<file path="src/vsc_defs.vh">
// timing and level constants for the valley switch-on controller
`ifndef VSC_DEFS_VH
`define VSC_DEFS_VH
`define VSC_CLK_MHZ          100
`define VSC_SS_TIME_US       16000
`define VSC_SS_STEPS         4
`define VSC_SS_STEP_CYC      ((`VSC_SS_TIME_US * `VSC_CLK_MHZ) / `VSC_SS_STEPS)
`define VSC_SS_REF0_MV       12'h708
`define VSC_SS_REF_STEP_MV   12'h226
`define VSC_EVAL_TIME_US     48000
`define VSC_EVAL_CYC         (`VSC_EVAL_TIME_US * `VSC_CLK_MHZ)
`define VSC_SKIP_MIN         3'h1
`define VSC_SKIP_MAX         3'h7
`define VSC_SKIP_RESET       3'h1
`define VSC_ZC_MAX           3'h7
`define VSC_OVP_BLANK_NS     1000
`define VSC_OVP_BLANK_CYC    ((`VSC_OVP_BLANK_NS * `VSC_CLK_MHZ) / 1000)
`define VSC_RS_LONG_NS       25000
`define VSC_RS_LONG_CYC      ((`VSC_RS_LONG_NS * `VSC_CLK_MHZ) / 1000)
`define VSC_RS_SHORT_NS      2500
`define VSC_RS_SHORT_CYC     ((`VSC_RS_SHORT_NS * `VSC_CLK_MHZ) / 1000)
`define VSC_PER_MAX_NS       50000
`define VSC_PER_MAX_CYC      ((`VSC_PER_MAX_NS * `VSC_CLK_MHZ) / 1000)
`define VSC_ON_MAX_NS        25000
`define VSC_ON_MAX_CYC       ((`VSC_ON_MAX_NS * `VSC_CLK_MHZ) / 1000)
`endif

</file>
<file path="src/vsc_skip_counter.v">
// valley-skip up/down counter with sticky feedback threshold flags
`default_nettype none
module vsc_skip_counter (
  input  wire       sys_clk,
  input  wire       rstn,
  input  wire       restart,
  input  wire       eval_tick,
  input  wire       above_low,
  input  wire       above_high,
  input  wire       above_reset,
  output reg  [2:0] skip_ff
);
`include "vsc_defs.vh"
  reg       seen_low_ff;
  reg       seen_high_ff;
  reg [2:0] nxt_skip;

  always @* begin
    nxt_skip = skip_ff;
    if (eval_tick) begin
      if (seen_high_ff || above_high) begin
        if (skip_ff > `VSC_SKIP_MIN) nxt_skip = skip_ff - 3'h1;
      end else if (!(seen_low_ff || above_low)) begin
        if (skip_ff < `VSC_SKIP_MAX) nxt_skip = skip_ff + 3'h1;
      end
    end
    if (above_reset || restart) nxt_skip = `VSC_SKIP_RESET;
  end

  always @(posedge sys_clk) begin
    if (!rstn) begin
      skip_ff      <= `VSC_SKIP_RESET;
      seen_low_ff  <= 1'b0;
      seen_high_ff <= 1'b0;
    end else begin
      skip_ff <= nxt_skip;
      // crossings in the update cycle belong to the closing period
      seen_low_ff  <= eval_tick ? 1'b0 : (seen_low_ff | above_low);
      seen_high_ff <= eval_tick ? 1'b0 : (seen_high_ff | above_high);
    end
  end
endmodule // vsc_skip_counter
`default_nettype wire

</file>
<file path="src/vsc_switch_on.v">
// switch-on timing: soft-start, valley counting, ring suppression, protections
`default_nettype none
`include "vsc_defs.vh"
module vsc_switch_on #(
  parameter SS_STEP_CYC = `VSC_SS_STEP_CYC,
  parameter EVAL_CYC    = `VSC_EVAL_CYC
) (
  input  wire        sys_clk,
  input  wire        rstn,
  input  wire        mains_ok,
  input  wire        fb_above_low,
  input  wire        fb_above_high,
  input  wire        fb_above_reset,
  input  wire        valley_detect,
  input  wire        zc_above_ovp,
  input  wire        zc_above_ring,
  input  wire        cs_above_fb,
  output reg         gate_ff,
  output reg  [11:0] fb_ref_mv_ff,
  output reg         soft_start_ff,
  output reg         olp_enable_ff,
  output reg         latched_off_ff,
  output wire [2:0]  skip_count,
  output reg  [2:0]  zc_count_ff
);
  localparam [15:0] RS_SHORT_CYC = `VSC_RS_SHORT_CYC;
  localparam [15:0] RS_LONG_CYC  = `VSC_RS_LONG_CYC;
  localparam ST_SS   = 2'h0;
  localparam ST_RUN  = 2'h1;
  localparam ST_HOLD = 2'h2;

  reg [1:0]  state_ff;
  reg [22:0] ss_cnt_ff;
  reg [1:0]  ss_step_ff;
  reg [28:0] eval_cnt_ff;
  reg [15:0] ovp_cnt_ff;
  reg [15:0] ring_cnt_ff;
  reg [15:0] per_cnt_ff;
  reg [15:0] on_cnt_ff;
  reg        valley_prev_ff;
  reg        ring_done_ff;
  reg        mains_prev_ff;
  wire       restart;
  wire       eval_tick;
  wire       gate_on;
  wire       gate_off;
  wire       valley_fall;
  wire       ovp_trip;

  assign restart     = mains_ok & ~mains_prev_ff;
  assign eval_tick   = (state_ff == ST_RUN) && (eval_cnt_ff == EVAL_CYC - 1);
  assign valley_fall = valley_prev_ff & ~valley_detect;
  // latch trips this edge: keep the gate from rising in the same cycle
  assign ovp_trip = ~gate_ff & zc_above_ovp & (ovp_cnt_ff >= `VSC_OVP_BLANK_CYC - 1);
  // on-instant is digital; off-instant follows the analog compare unless the maximum on-time ends it first
  assign gate_off = cs_above_fb | (on_cnt_ff >= `VSC_ON_MAX_CYC - 1);
  assign gate_on  = ~gate_ff & ring_done_ff & mains_ok & ~latched_off_ff & ~ovp_trip
                  & ((zc_count_ff >= skip_count)
                     | (per_cnt_ff >= `VSC_PER_MAX_CYC - 1));

  vsc_skip_counter u_skip (
    .sys_clk     (sys_clk),
    .rstn        (rstn),
    .restart     (restart),
    .eval_tick   (eval_tick),
    .above_low   (fb_above_low),
    .above_high  (fb_above_high),
    .above_reset (fb_above_reset),
    .skip_ff     (skip_count)
  );

  always @(posedge sys_clk) begin
    if (!rstn) begin
      state_ff       <= ST_SS;
      ss_cnt_ff      <= 23'h0;
      ss_step_ff     <= 2'h0;
      fb_ref_mv_ff   <= `VSC_SS_REF0_MV;
      soft_start_ff  <= 1'b1;
      olp_enable_ff  <= 1'b0;
      eval_cnt_ff    <= 29'h0;
      // idle level of mains_ok is high, so no false restart after reset
      mains_prev_ff  <= 1'b1;
    end else begin
      mains_prev_ff <= mains_ok;
      if (restart) begin
        state_ff      <= ST_SS;
        ss_cnt_ff     <= 23'h0;
        ss_step_ff    <= 2'h0;
        fb_ref_mv_ff  <= `VSC_SS_REF0_MV;
        soft_start_ff <= 1'b1;
        olp_enable_ff <= 1'b0;
        eval_cnt_ff   <= 29'h0;
      end else begin
        case (state_ff)
          ST_SS: begin
            olp_enable_ff <= 1'b0;
            if (ss_cnt_ff == SS_STEP_CYC - 1) begin
              ss_cnt_ff <= 23'h0;
              if (ss_step_ff == `VSC_SS_STEPS - 1) begin
                state_ff      <= ST_RUN;
                soft_start_ff <= 1'b0;
                olp_enable_ff <= 1'b1;
              end else begin
                ss_step_ff   <= ss_step_ff + 2'h1;
                fb_ref_mv_ff <= fb_ref_mv_ff + `VSC_SS_REF_STEP_MV;
              end
            end else begin
              ss_cnt_ff <= ss_cnt_ff + 23'h1;
            end
          end
          ST_RUN: begin
            eval_cnt_ff <= eval_tick ? 29'h0 : eval_cnt_ff + 29'h1;
          end
          default: state_ff <= ST_SS;
        endcase
      end
    end
  end

  always @(posedge sys_clk) begin
    if (!rstn) begin
      gate_ff        <= 1'b0;
      latched_off_ff <= 1'b0;
      zc_count_ff    <= 3'h0;
      valley_prev_ff <= 1'b0;
      ovp_cnt_ff     <= 16'h0;
      ring_cnt_ff    <= 16'h0;
      ring_done_ff   <= 1'b0;
      per_cnt_ff     <= 16'h0;
      on_cnt_ff      <= 16'h0;
    end else begin
      valley_prev_ff <= valley_detect;
      // only reset leaves the latch, so no later condition can restart the gate
      if (!gate_ff && zc_above_ovp) begin
        if (ovp_cnt_ff >= `VSC_OVP_BLANK_CYC - 1) latched_off_ff <= 1'b1;
        else ovp_cnt_ff <= ovp_cnt_ff + 16'h1;
      end else begin
        ovp_cnt_ff <= 16'h0;
      end
      per_cnt_ff <= (per_cnt_ff == 16'hFFFF) ? per_cnt_ff : per_cnt_ff + 16'h1;
      if (latched_off_ff || !mains_ok) begin
        gate_ff   <= 1'b0;
        on_cnt_ff <= 16'h0;
        if (gate_ff) begin
          ring_done_ff <= 1'b0;
          ring_cnt_ff  <= zc_above_ring ? RS_SHORT_CYC : RS_LONG_CYC;
        end
      end else if (gate_ff) begin
        on_cnt_ff <= on_cnt_ff + 16'h1;
        if (gate_off) begin
          gate_ff      <= 1'b0;
          ring_done_ff <= 1'b0;
          ring_cnt_ff  <= zc_above_ring ? RS_SHORT_CYC : RS_LONG_CYC;
        end
      end else begin
        if (ring_cnt_ff > 16'h1) ring_cnt_ff <= ring_cnt_ff - 16'h1;
        else ring_done_ff <= 1'b1;
        if (gate_on) begin
          gate_ff     <= 1'b1;
          on_cnt_ff   <= 16'h0;
          per_cnt_ff  <= 16'h0;
          zc_count_ff <= 3'h0;
        end else if (valley_fall && zc_count_ff != `VSC_ZC_MAX) begin
          zc_count_ff <= zc_count_ff + 3'h1;
        end
      end
    end
  end
endmodule // vsc_switch_on
`default_nettype wire

</file>
<file path="config.mk">
export PLATFORM = sky130hd
export DESIGN_NAME = vsc_switch_on
export DESIGN_NICKNAME = d
export VERILOG_FILES = /design/src/vsc_skip_counter.v /design/src/vsc_switch_on.v
export VERILOG_INCLUDE_DIRS = /design/src
export SDC_FILE = /design/constraint.sdc
export NUM_CORES = 1
export LEC_CHECK = 0
export BUFFER_PORTS_ARGS = -buffer_cell sky130_fd_sc_hd__buf_2
export CORE_ASPECT_RATIO = 1.75
export CORE_MARGIN = 2
export CORE_UTILIZATION = 60
export DETAILED_ROUTE_END_ITERATION = 8
export PLACE_DENSITY = 0.78
export SLEW_MARGIN = 0
export SYNTH_ARGS = -nofsm -noshare
export SYNTH_HDL_FRONTEND = slang
export SYNTH_SLANG_ARGS = --single-unit
</file>
<file path="constraint.sdc">
create_clock -name sys_clk -period 4.1 [get_ports sys_clk]
set_clock_uncertainty 0.2 [all_clocks]
set_input_delay 0.82 -clock sys_clk [delete_from_list [all_inputs] [get_ports sys_clk]]
set_output_delay 0.82 -clock sys_clk [all_outputs]
set_load 0.05 [all_outputs]
</file>
# Yosys cells after proc, flatten, opt, wreduce, memory -nomap -nowiden
# Index checks and enable logic that the tools add are counted.
op_classes:
  n_lt_le_gt_ge: 7
  reduce_logical: 27
  n_eq_ne: 13
  addsub: 11
  mul: 0
  bitwise: 22
  div: 0
  n_mux: 33
  n_shift: 0
op_table:
  columns: ["op", "n"]
  rows:
  - ["$mux 16", 11]
  - ["$add 16x1->16 const B", 3]
  - ["$add 29x1->29 const B", 1]
  - ["$eq 29x23->1 const B", 1]
  - ["$mux 29", 1]
  - ["$add 23x1->23 const B", 1]
  - ["$eq 23x19->1 const B", 1]
  - ["$mux 23", 1]
  - ["$mux 3", 6]
  - ["$reduce_and 3->1", 6]
  - ["$eq 16x16->1 const B", 1]
  - ["$ge 16x12->1 const B", 1]
  - ["$ge 16x13->1 const B", 1]
  - ["$ge 16x7->1 const B", 1]
  - ["$gt 16x1->1 const B", 1]
  - ["$sub 16x1->16 const B", 1]
  - ["$add 12x10->12 const B", 1]
  - ["$mux 12", 1]
  - ["$mux 1", 10]
  - ["$ne 2x2->1 const B", 5]
  - ["$and 1x1->1", 9]
  - ["$not 1->1", 9]
  - ["$reduce_bool 2->1", 4]
  - ["$reduce_or 2->1", 4]
  - ["other kinds (20)", 32]
word_totals:
  output_inout_bits: 22
  rom_bits: 0
  ram_bits: 0
  memories: 0
  elab_cells: 133
  latch_bits: 0
  regBits: 147
  inputBits: 10

# Longest topological paths before layout
# Gate-level depths: netlist (run 1).
logic_depth:
  depth_word: 9
  mapped_depth: 9
  ltp_nobuf: 8

# Cells and area by module
# A second synthesis (run 1) with hierarchy kept.
unflattened:
  hier_cells: 797
  hier_area_um2: 6712.7
by_module_without_submodules:
  columns: ["module", "cells_each", "area_each_um2", "n_inst", "seq_area_each_um2"]
  rows:
  - ["vsc_switch_on", 764, 6407.4, 1, 2802.7]
  - ["vsc_skip_counter", 33, 305.3, 1, 100.1]

# Worst setup path after synthesis (run 1)
# No wires, ideal clock.
synth_path:
  path_kind: "input port to flip-flop"
  from: "input mains_ok"
  to: "register ring_cnt_ff[12]"
  setup_ns: 0.059
  cell_stages: 7
  n_path_buf: 2
  setup_slack_ns: 1.697
  t_required_ns: 3.841
  arrival_ns: 2.144
  cell_sequence: "nor2b_1 > clkbuf_1 > a31oi_4 > nand2b_4 > buf_6 > or4_1 > nand2_1"
synth_between:
  elab_chain_cells: 4
  elab_cells_between_ends: 6
  classes_between: "2 x eq/ne; 1 x mux; 3 x reduce/logical"
synth_lines:
  columns: ["item", "line", "text"]
  rows:
  - ["start, declared", "vsc_switch_on.v:10", "input wire mains_ok,"]
  - ["$logic_not 1->1 *", "vsc_switch_on.v:141", "if (latched_off_ff || !mains_ok) begin"]
  - ["$logic_or 1x1->1 *", "vsc_switch_on.v:141", null]
  - ["$ne 3x1->1 (no source line) / $ne 2x2->1 (equally long branches)", null, null]
  - ["$reduce_and 3->1 (no source line)", null, null]
  - ["end signal, assigned", "vsc_switch_on.v:146", "ring_cnt_ff <= zc_above_ring ? RS_SHORT_CYC : RS_LONG_CYC;"]
  - ["end signal, assigned", "vsc_switch_on.v:153", "ring_cnt_ff <= zc_above_ring ? RS_SHORT_CYC : RS_LONG_CYC;"]
  - ["end signal, assigned", "vsc_switch_on.v:156", "if (ring_cnt_ff > 16'h1) ring_cnt_ff <= ring_cnt_ff - 16'h1;"]
  - ["end, declared", "vsc_switch_on.v:37", "reg [15:0] ring_cnt_ff;"]
# Every way passes the cells marked *; elsewhere a longest branch is shown, timed or not.
# A chain may end at the register's enable or synchronous reset.

# Worst setup path in the final report (run 1)
layout_path:
  from: "register ring_cnt_ff[4]"
  to: "register ring_cnt_ff[6]"
layout_between:
  elab_chain_cells: 4
  elab_cells_between_ends: 7
  classes_between: "1 x add/sub; 1 x order compare; 3 x mux; 2 x reduce/logical"
layout_lines:
  columns: ["item", "line", "text"]
  rows:
  - ["$sub 16x1->16", "vsc_switch_on.v:156", null]
  - ["$mux 16", "vsc_switch_on.v:156", null]
  - ["$mux 16", "vsc_switch_on.v:148", "end else if (gate_ff) begin"]
  - ["$mux 16", "vsc_switch_on.v:141", null]
# Parallel ways exist; a longest one is shown, timed or not. The select of a mux whose other input is x is not followed.

==> results.py, run 1 <==
metrics = {
    "outcome": {
        "status": "complete, no violations",
    },
    "worst_setup_path": {
        "required_ns": 4.20,
        "start_kind": "register",
        "critPathTopFamily": "compound AO/OA/AOI/OAI gates",
        "cpMaxStageDelayCell": "nor4_1",
        "crit_path_start": "ring_cnt_ff[4]$_SDFFE_PN0P_",
        "crit_chain": "nor4_1 -> o2111ai_1 -> o31a_2 -> o21ai_4 -> nor4_1 -> o31a_2",
        "cp_data_arrival_time_ns": 2.93,
        "critPathKind": "register to register",
        "worstReg2RegStart": "ring_cnt_ff[4]$_SDFFE_PN0P_",
        "cpPeakStageDelay_ns": 0.58,
        "path_max_fanout": 18,
        "worstSetupEndpointType": "register",
        "crit_buf_inv": 0,
    },
    "power": {
        "ir_drop_mv": 0.439,
        "p_leak_uw": 0.00283,
        "power_uw": 3620,
        "power.density_nw_per_um2": 477,
    },
    "finish": {
        "fin_util_pct": 68.4,
        "area_growth_pct": 12.0,
        "finalNetCount": 830,
        "drive_above_1_share_pct": 11.3,
        "antenna_cells": 0,
    },
    "detailed_routing": {
        "ant_nets": 0,
        "drcViolationCount": 0,
        "avgRoutedWirePerCell_microns": 15.1,
        "drt_pre_antenna_iters": 5,
        "vias": 5605,
        "routed_wl_mm": 14.3,
        "vias_per_cell": 5.92,
        "dr.first_iter.drc_count": 265,
    },
    "clocking": {
        "clk_pin_slew_ns": 0.06,
        "cts_sinks": 145,
        "post_cts_buffers": 0,
        "htreeDepth": 4,
        "cts-root-buf": "clkbuf_16",
        "cts_buffer_depth": 2,
        "cts_tree": "yes",
        "cts_made_buffers": 17,
        "clkLatencyLatePin_ns": 0.41,
        "postCtsResizedCells": 0,
        "cts-hold-fix-buffers": 0,
    },
    "floorplanning": {
        "initial_core_util_pct": 61.1,
        "core_area_sq_um": 11100,
        "fp.dieW_microns": 84.4,
        "die_height_microns": 145,
        "dieArea_sq_um": 12200,
        "fp-row-count": 51,
        "io_pins": 32,
    },
    "logic_synthesis": {
        "netlist_area_sq_um": 6780,
        "syn-instance-count": 777,
        "syn_avg_cell_area_sq_um": 8.73,
        "synth_edf_count": 0,
        "synth_cell_types": 72,
        "synth_seq_cells": 145,
        "synth_top_flop_cell": "dfxtp_1",
        "ys_seq_area_share_pct": 42.8,
        "yosys_warnings": 0,
        "synthArstFlopShare_pct": 0,
        "syn_nets": 804,
    },
    "sta": {
        "finalMaxSlewViolations": 0,
        "hold_viol": 0,
        "timing.hold.ws_ns": 0.250,
        "tightest_slew_ns": 0.938,
        "fmax_ghz": 0.354,
        "finalSetupTns_ns": 0,
        "fin_crit_sh_pct": 69.0,
        "rsz0062_at_grt": "no",
        "slew_headroom_pct": 37.0,
        "setup_viol": 0,
        "period_needed_ns": 2.83,
    },
    "global_route": {
        "grt_usage_pct": 23.9,
        "gr-total-overflow": 0,
        "grt_antenna_before_repair": 0,
        "grt_pass1_vias": 5487,
        "grt_pass1_wl_mm": 24.0,
        "grt_max_degree": 29,
    },
    "place": {
        "dp_hpwl_mm": 10.2,
        "portBuffers": 30,
        "gp_congestion": 0.893,
    },
    "job": {
        "maxCapViolCount": 0,
    },
    "worst_hold_path": {
        "hp-start": "soft_start_ff$_SDFFE_PP1P_",
        "worstHoldPathType": "register to register",
    },
}
-- cell usage in the layout (no fill, tap or decap), types with 4 or more instances in the layout --
cell type	instances
dfxtp_1	145
nor2_1	103
nand2_1	69
xor2_1	43
nand3_1	42
xnor2_1	32
buf_2	30
nand4_1	29
a21oi_1	29
nor3_1	26
and3_1	22
o21ai_0	20
inv_1	18
ha_1	17
clkbuf_16	17
nor4_1	14
and2_1	14
o31ai_1	14
nor2b_1	8
or3_1	8
mux2i_1	7
and4_1	6
or2_2	6
clkinv_2	6
o211ai_1	5
o21a_1	4
or4_1	4
nand2b_1	4
bufinv_16	4
-- state kept, by name, indices dropped and copies added, names as in the netlist --
signal,count
valley_prev_ff,1
ring_cnt_ff,16
on_cnt_ff,16
olp_enable_ff,1
gate_ff,1
latched_off_ff,1
u_skip.skip_ff,3
ss_cnt_ff,23
ss_step_ff,2
u_skip.seen_high_ff,1
per_cnt_ff,16
zc_count_ff,3
mains_prev_ff,1
fb_ref_mv_ff,11
u_skip.seen_low_ff,1
eval_cnt_ff,29
soft_start_ff,1
state_ff,1
ring_done_ff,1
ovp_cnt_ff,16
-- report_power, final --
part | internal [uW] | total [uW] | switching (uW) | leakage, uW
combinational | 188 | 499 | 311 | 0.00136
clock | 1020 | 1590 | 567 | 0.000298
sequential | 1480 | 1540 | 60.8 | 0.00117
total | 2690 | 3620 | 939 | 0.00283
-- metal layers --
metal	part of all wire, %	wire, microns	up-vias	track usage, %
met4	2.1	307	0	9.69
met3	3.9	556	27	5.05
met5	0	0	-	0
li1	-	-	2798	-
met1	40	5700	2663	25.8
met2	54	7720	117	45.1
-- layout make-up --
| type | instances | area (sq um) |
|---|---|---|
| inverters | 19 | 71.3 |
| repair buffers | 33 | 173 |
| clock inverters | 12 | 165 |
| clock buffers | 19 | 443 |
| fillers | 911 | 3510 |
| multi-input cells | 587 | 3670 |
| flip-flops and latches | 145 | 2900 |
| well taps | 132 | 165 |
-- worst register-to-register path: stages (launching register included) --
cell and delay, ns:
dfxtp_1 0.34, nor4_1 0.58, o2111ai_1 0.33, o31a_2 0.41
o21ai_4 0.40, nor4_1 0.12, o31a_2 0.34
-- stage by stage --
step                      setup slack [ns]  cell area, sq um  std cells
after floorplan                       1.70              6780        777
after global placement                1.25              6990        916
after detailed placement              1.21              6990        916
after CTS                             1.32              7590        947
after global routing                  1.02              7590        947
final                                 1.27              7590        947
-- synthesized netlist by cell type (all sizes together) (8+ instances only) --
library cell | number | share of area, %
nor2 | 103 | 5.7
nand3 | 43 | 3.2
nor4 | 16 | 1.7
xnor2 | 32 | 4.1
clkbuf | 16 | 1.0
nand2 | 69 | 3.8
nor3 | 27 | 2.2
buf | 10 | 0.96
a21oi | 29 | 2.1
o21ai | 23 | 1.9
o31ai | 14 | 1.5
and3 | 22 | 2.0
dfxtp | 145 | 43
nand4 | 29 | 2.7
or3 | 9 | 0.85
inv | 19 | 1.1
xor2 | 43 | 5.6
and2 | 14 | 1.3
nor2b | 8 | 0.74
ha | 17 | 3.1
-- worst paths after layout --
path / to / slack (ns) / cells after the start
worst max register to register: ring_cnt_ff[6]$_SDFFE_PN0P_ / 1.27 / 6
worst min-delay path: soft_start_ff$_SDFFE_PP1P_ / 0.25 / 1
worst max-delay path: ring_cnt_ff[6]$_SDFFE_PN0P_ / 1.27 / 6
worst min register to register: soft_start_ff$_SDFFE_PP1P_ / 0.25 / 1
-- kinds of logic after synthesis --
group,synth area share [%]
AOI/OAI and AO/OA,11.3
xor gates and xnor gates,9.68
adders and majority gates,3.14
buffers and inverters,3.04
DFF,42.8
muxes,1.03
other,0.0553
and+or+nand+nor,28.9
Note: power is estimated with default switching activity, not from simulation.
==> run 2: changes to the inputs <==
- CORE_UTILIZATION: 60 -> 55
- PLACE_DENSITY: 0.78 -> 0.75
- clock period: 4.1 -> 2.5 ns (I/O delays scaled with it)
==> results.py, run 2 (synthesized netlist as in run 1, its figures left out) <==
metrics = {
    "place": {
        "dp_hpwl_mm": 10.6,
        "portBuffers": 30,
        "gp_congestion": 0.850,
        "dp_slack_ns": 0.0816,
    },
    "worst_setup_path": {
        "required_ns": 2.66,
        "worstReg2RegStart": "on_cnt_ff[0]$_SDFFE_PP0P_",
        "crit_cells": 7,
        "crit_buf_inv": 0,
        "cpMaxStageDelayCell": "or4_1",
        "crit_path_start": "on_cnt_ff[0]$_SDFFE_PP0P_",
        "regToRegSetupSlack_ns": 0.03,
        "path_max_fanout": 8,
        "reg2reg_depth": 7,
        "cp-endpoint": "ring_cnt_ff[12]$_SDFFE_PN0P_",
        "cpPeakStageDelay_ns": 0.53,
        "worstSetupEndpointType": "register",
        "cp_data_arrival_time_ns": 2.62,
        "start_kind": "register",
        "timing.rr.end": "ring_cnt_ff[12]$_SDFFE_PN0P_",
        "critPathKind": "register to register",
        "crit_chain": "ha_1 -> or4_4 -> o211ai_4 -> a31oi_4 -> nand2b_4 -> or4_1 -> nand2_1",
        "critPathTopFamily": "simple AND/OR/NAND/NOR gates",
    },
    "global_route": {
        "grt_usage_pct": 23.9,
        "grt_pass1_vias": 5608,
        "grt_antenna_before_repair": 0,
        "grt_max_degree": 27,
        "gr-total-overflow": 0,
        "grt_pass1_wl_mm": 25.3,
    },
    "clocking": {
        "htreeDepth": 4,
        "cts-hold-fix-buffers": 0,
        "cts_made_buffers": 17,
        "clkLatencyLatePin_ns": 0.42,
        "cts_buffer_depth": 2,
        "cts-root-buf": "clkbuf_16",
        "cts_tree": "yes",
        "clk_pin_slew_ns": 0.06,
        "cts_sinks": 145,
    },
    "floorplanning": {
        "fp-row-count": 53,
        "initial_core_util_pct": 56.5,
        "die_height_microns": 151,
        "dieArea_sq_um": 13300,
        "io_pins": 32,
        "core_area_sq_um": 12000,
        "fp.dieW_microns": 88.0,
    },
    "power": {
        "p_sw_uw": 1630,
        "cellInternalPower_uw": 4540,
        "power.density_nw_per_um2": 787,
        "ir_drop_mv": 0.807,
        "p_seq_share_pct": 40.9,
        "comb_power_share_pct": 15.0,
        "p_clk_share_pct": 44.0,
        "sw_frac_of_total_pct": 26.3,
        "p_leak_uw": 0.00294,
    },
    "detailed_routing": {
        "ant_nets": 0,
        "drt_pre_antenna_iters": 6,
        "vias_per_cell": 5.71,
        "dr.first_iter.drc_count": 238,
        "avgRoutedWirePerCell_microns": 14.9,
        "routed_wl_mm": 14.9,
        "vias": 5715,
        "drcViolationCount": 0,
    },
    "sta": {
        "fmax_ghz": 0.405,
        "fin_crit_sh_pct": 98.6,
        "rsz0062_at_grt": "yes",
        "finalMaxSlewViolations": 0,
        "period_needed_ns": 2.47,
        "fin_ws_ns": 0.0339,
        "setup_viol": 0,
        "tightest_slew_ns": 0.542,
        "hold_viol": 0,
        "slew_headroom_pct": 63.6,
    },
    "finish": {
        "antenna_cells": 0,
        "area_growth_pct": 15.5,
        "final_cell_mix": "145 x dfxtp_1, 103 x nor2_1, 69 x nand2_1",
        "final_common_cell": "dfxtp_1",
        "top_regs": "eval_cnt_ff x29, ss_cnt_ff x23",
        "max_flop_register": "eval_cnt_ff",
        "drive_above_1_share_pct": 13.8,
        "finalNetCount": 850,
        "largest_reg_flops": 29,
        "fin_util_pct": 65.3,
    },
    "outcome": {
        "status": "complete, no violations",
    },
    "worst_hold_path": {
        "worstHoldPathType": "primary input to register",
    },
    "job": {
        "maxCapViolCount": 0,
    },
}
run 2: area by class of cell:
cell class	count	area, sq um
Clock buffer	20	457
Clock inverter	12	180
Fill cell	960	4170
Inverter	19	71.3
Multi-Input combinational cell	587	3680
Sequential cell	145	2900
Tap cell	165	206
Timing Repair Buffer	53	335
run 2: worst min-delay path by stage:
stage / from / to / slack [ns] / cells past startpoint
floorplan: u_skip.seen_low_ff$_SDFF_PP0_ / u_skip.seen_low_ff$_SDFF_PP0_ / 0.22 / 2
global placement: soft_start_ff$_SDFFE_PP1P_ / soft_start_ff$_SDFFE_PP1P_ / 0.23 / 1
detailed placement: soft_start_ff$_SDFFE_PP1P_ / soft_start_ff$_SDFFE_PP1P_ / 0.24 / 1
CTS: fb_above_reset / u_skip.skip_ff[2]$_SDFFE_PP0P_ / 0.08 / 2
global route: fb_above_reset / u_skip.skip_ff[2]$_SDFFE_PP0P_ / 0.09 / 2
finish: fb_above_reset / u_skip.skip_ff[2]$_SDFFE_PP0P_ / 0.1 / 2
run 2: through the flow:
stage / total power, uW / instances / setup TNS [ns] / area [sq um] / hold slack (ns)
after floorplan: 3190 / 777 / 0 / 6780 / 0.222
after global placement: 3410 / 967 / 0 / 7180 / 0.234
after global routing: 6400 / 1001 / -0.0164 / 7840 / 0.0856
final: 6170 / 1001 / 0 / 7840 / 0.0953
after detailed placement: 3460 / 967 / 0 / 7180 / 0.236
after CTS: 6160 / 999 / 0 / 7820 / 0.0819
run 2: timing repair:
item	4_1_cts	5_1_grt
endpoints found under the setup margin	0	2
gates resized for setup	0	1
setup buffers	0	2
run 2: power by group through the flow:
| stage | registers (uW) | logic, uW | clock network (uW) |
|---|---|---|---|
| floorplan | 2540 | 650 | 0 |
| global placement | 2560 | 848 | 0 |
| detailed placement | 2570 | 888 | 0 |
| CTS | 2520 | 893 | 2750 |
| global route | 2540 | 1020 | 2850 |
| finish | 2530 | 926 | 2720 |
run 2: metal layers:
layer | track usage, % | wire [microns] | vias to the layer above
li1 | - | - | 2837
met1 | 27.1 | 6170 | 2725
met2 | 41.9 | 7950 | 119
met3 | 4.63 | 424 | 34
met4 | 11.5 | 366 | 0
met5 | 0 | 0 | -
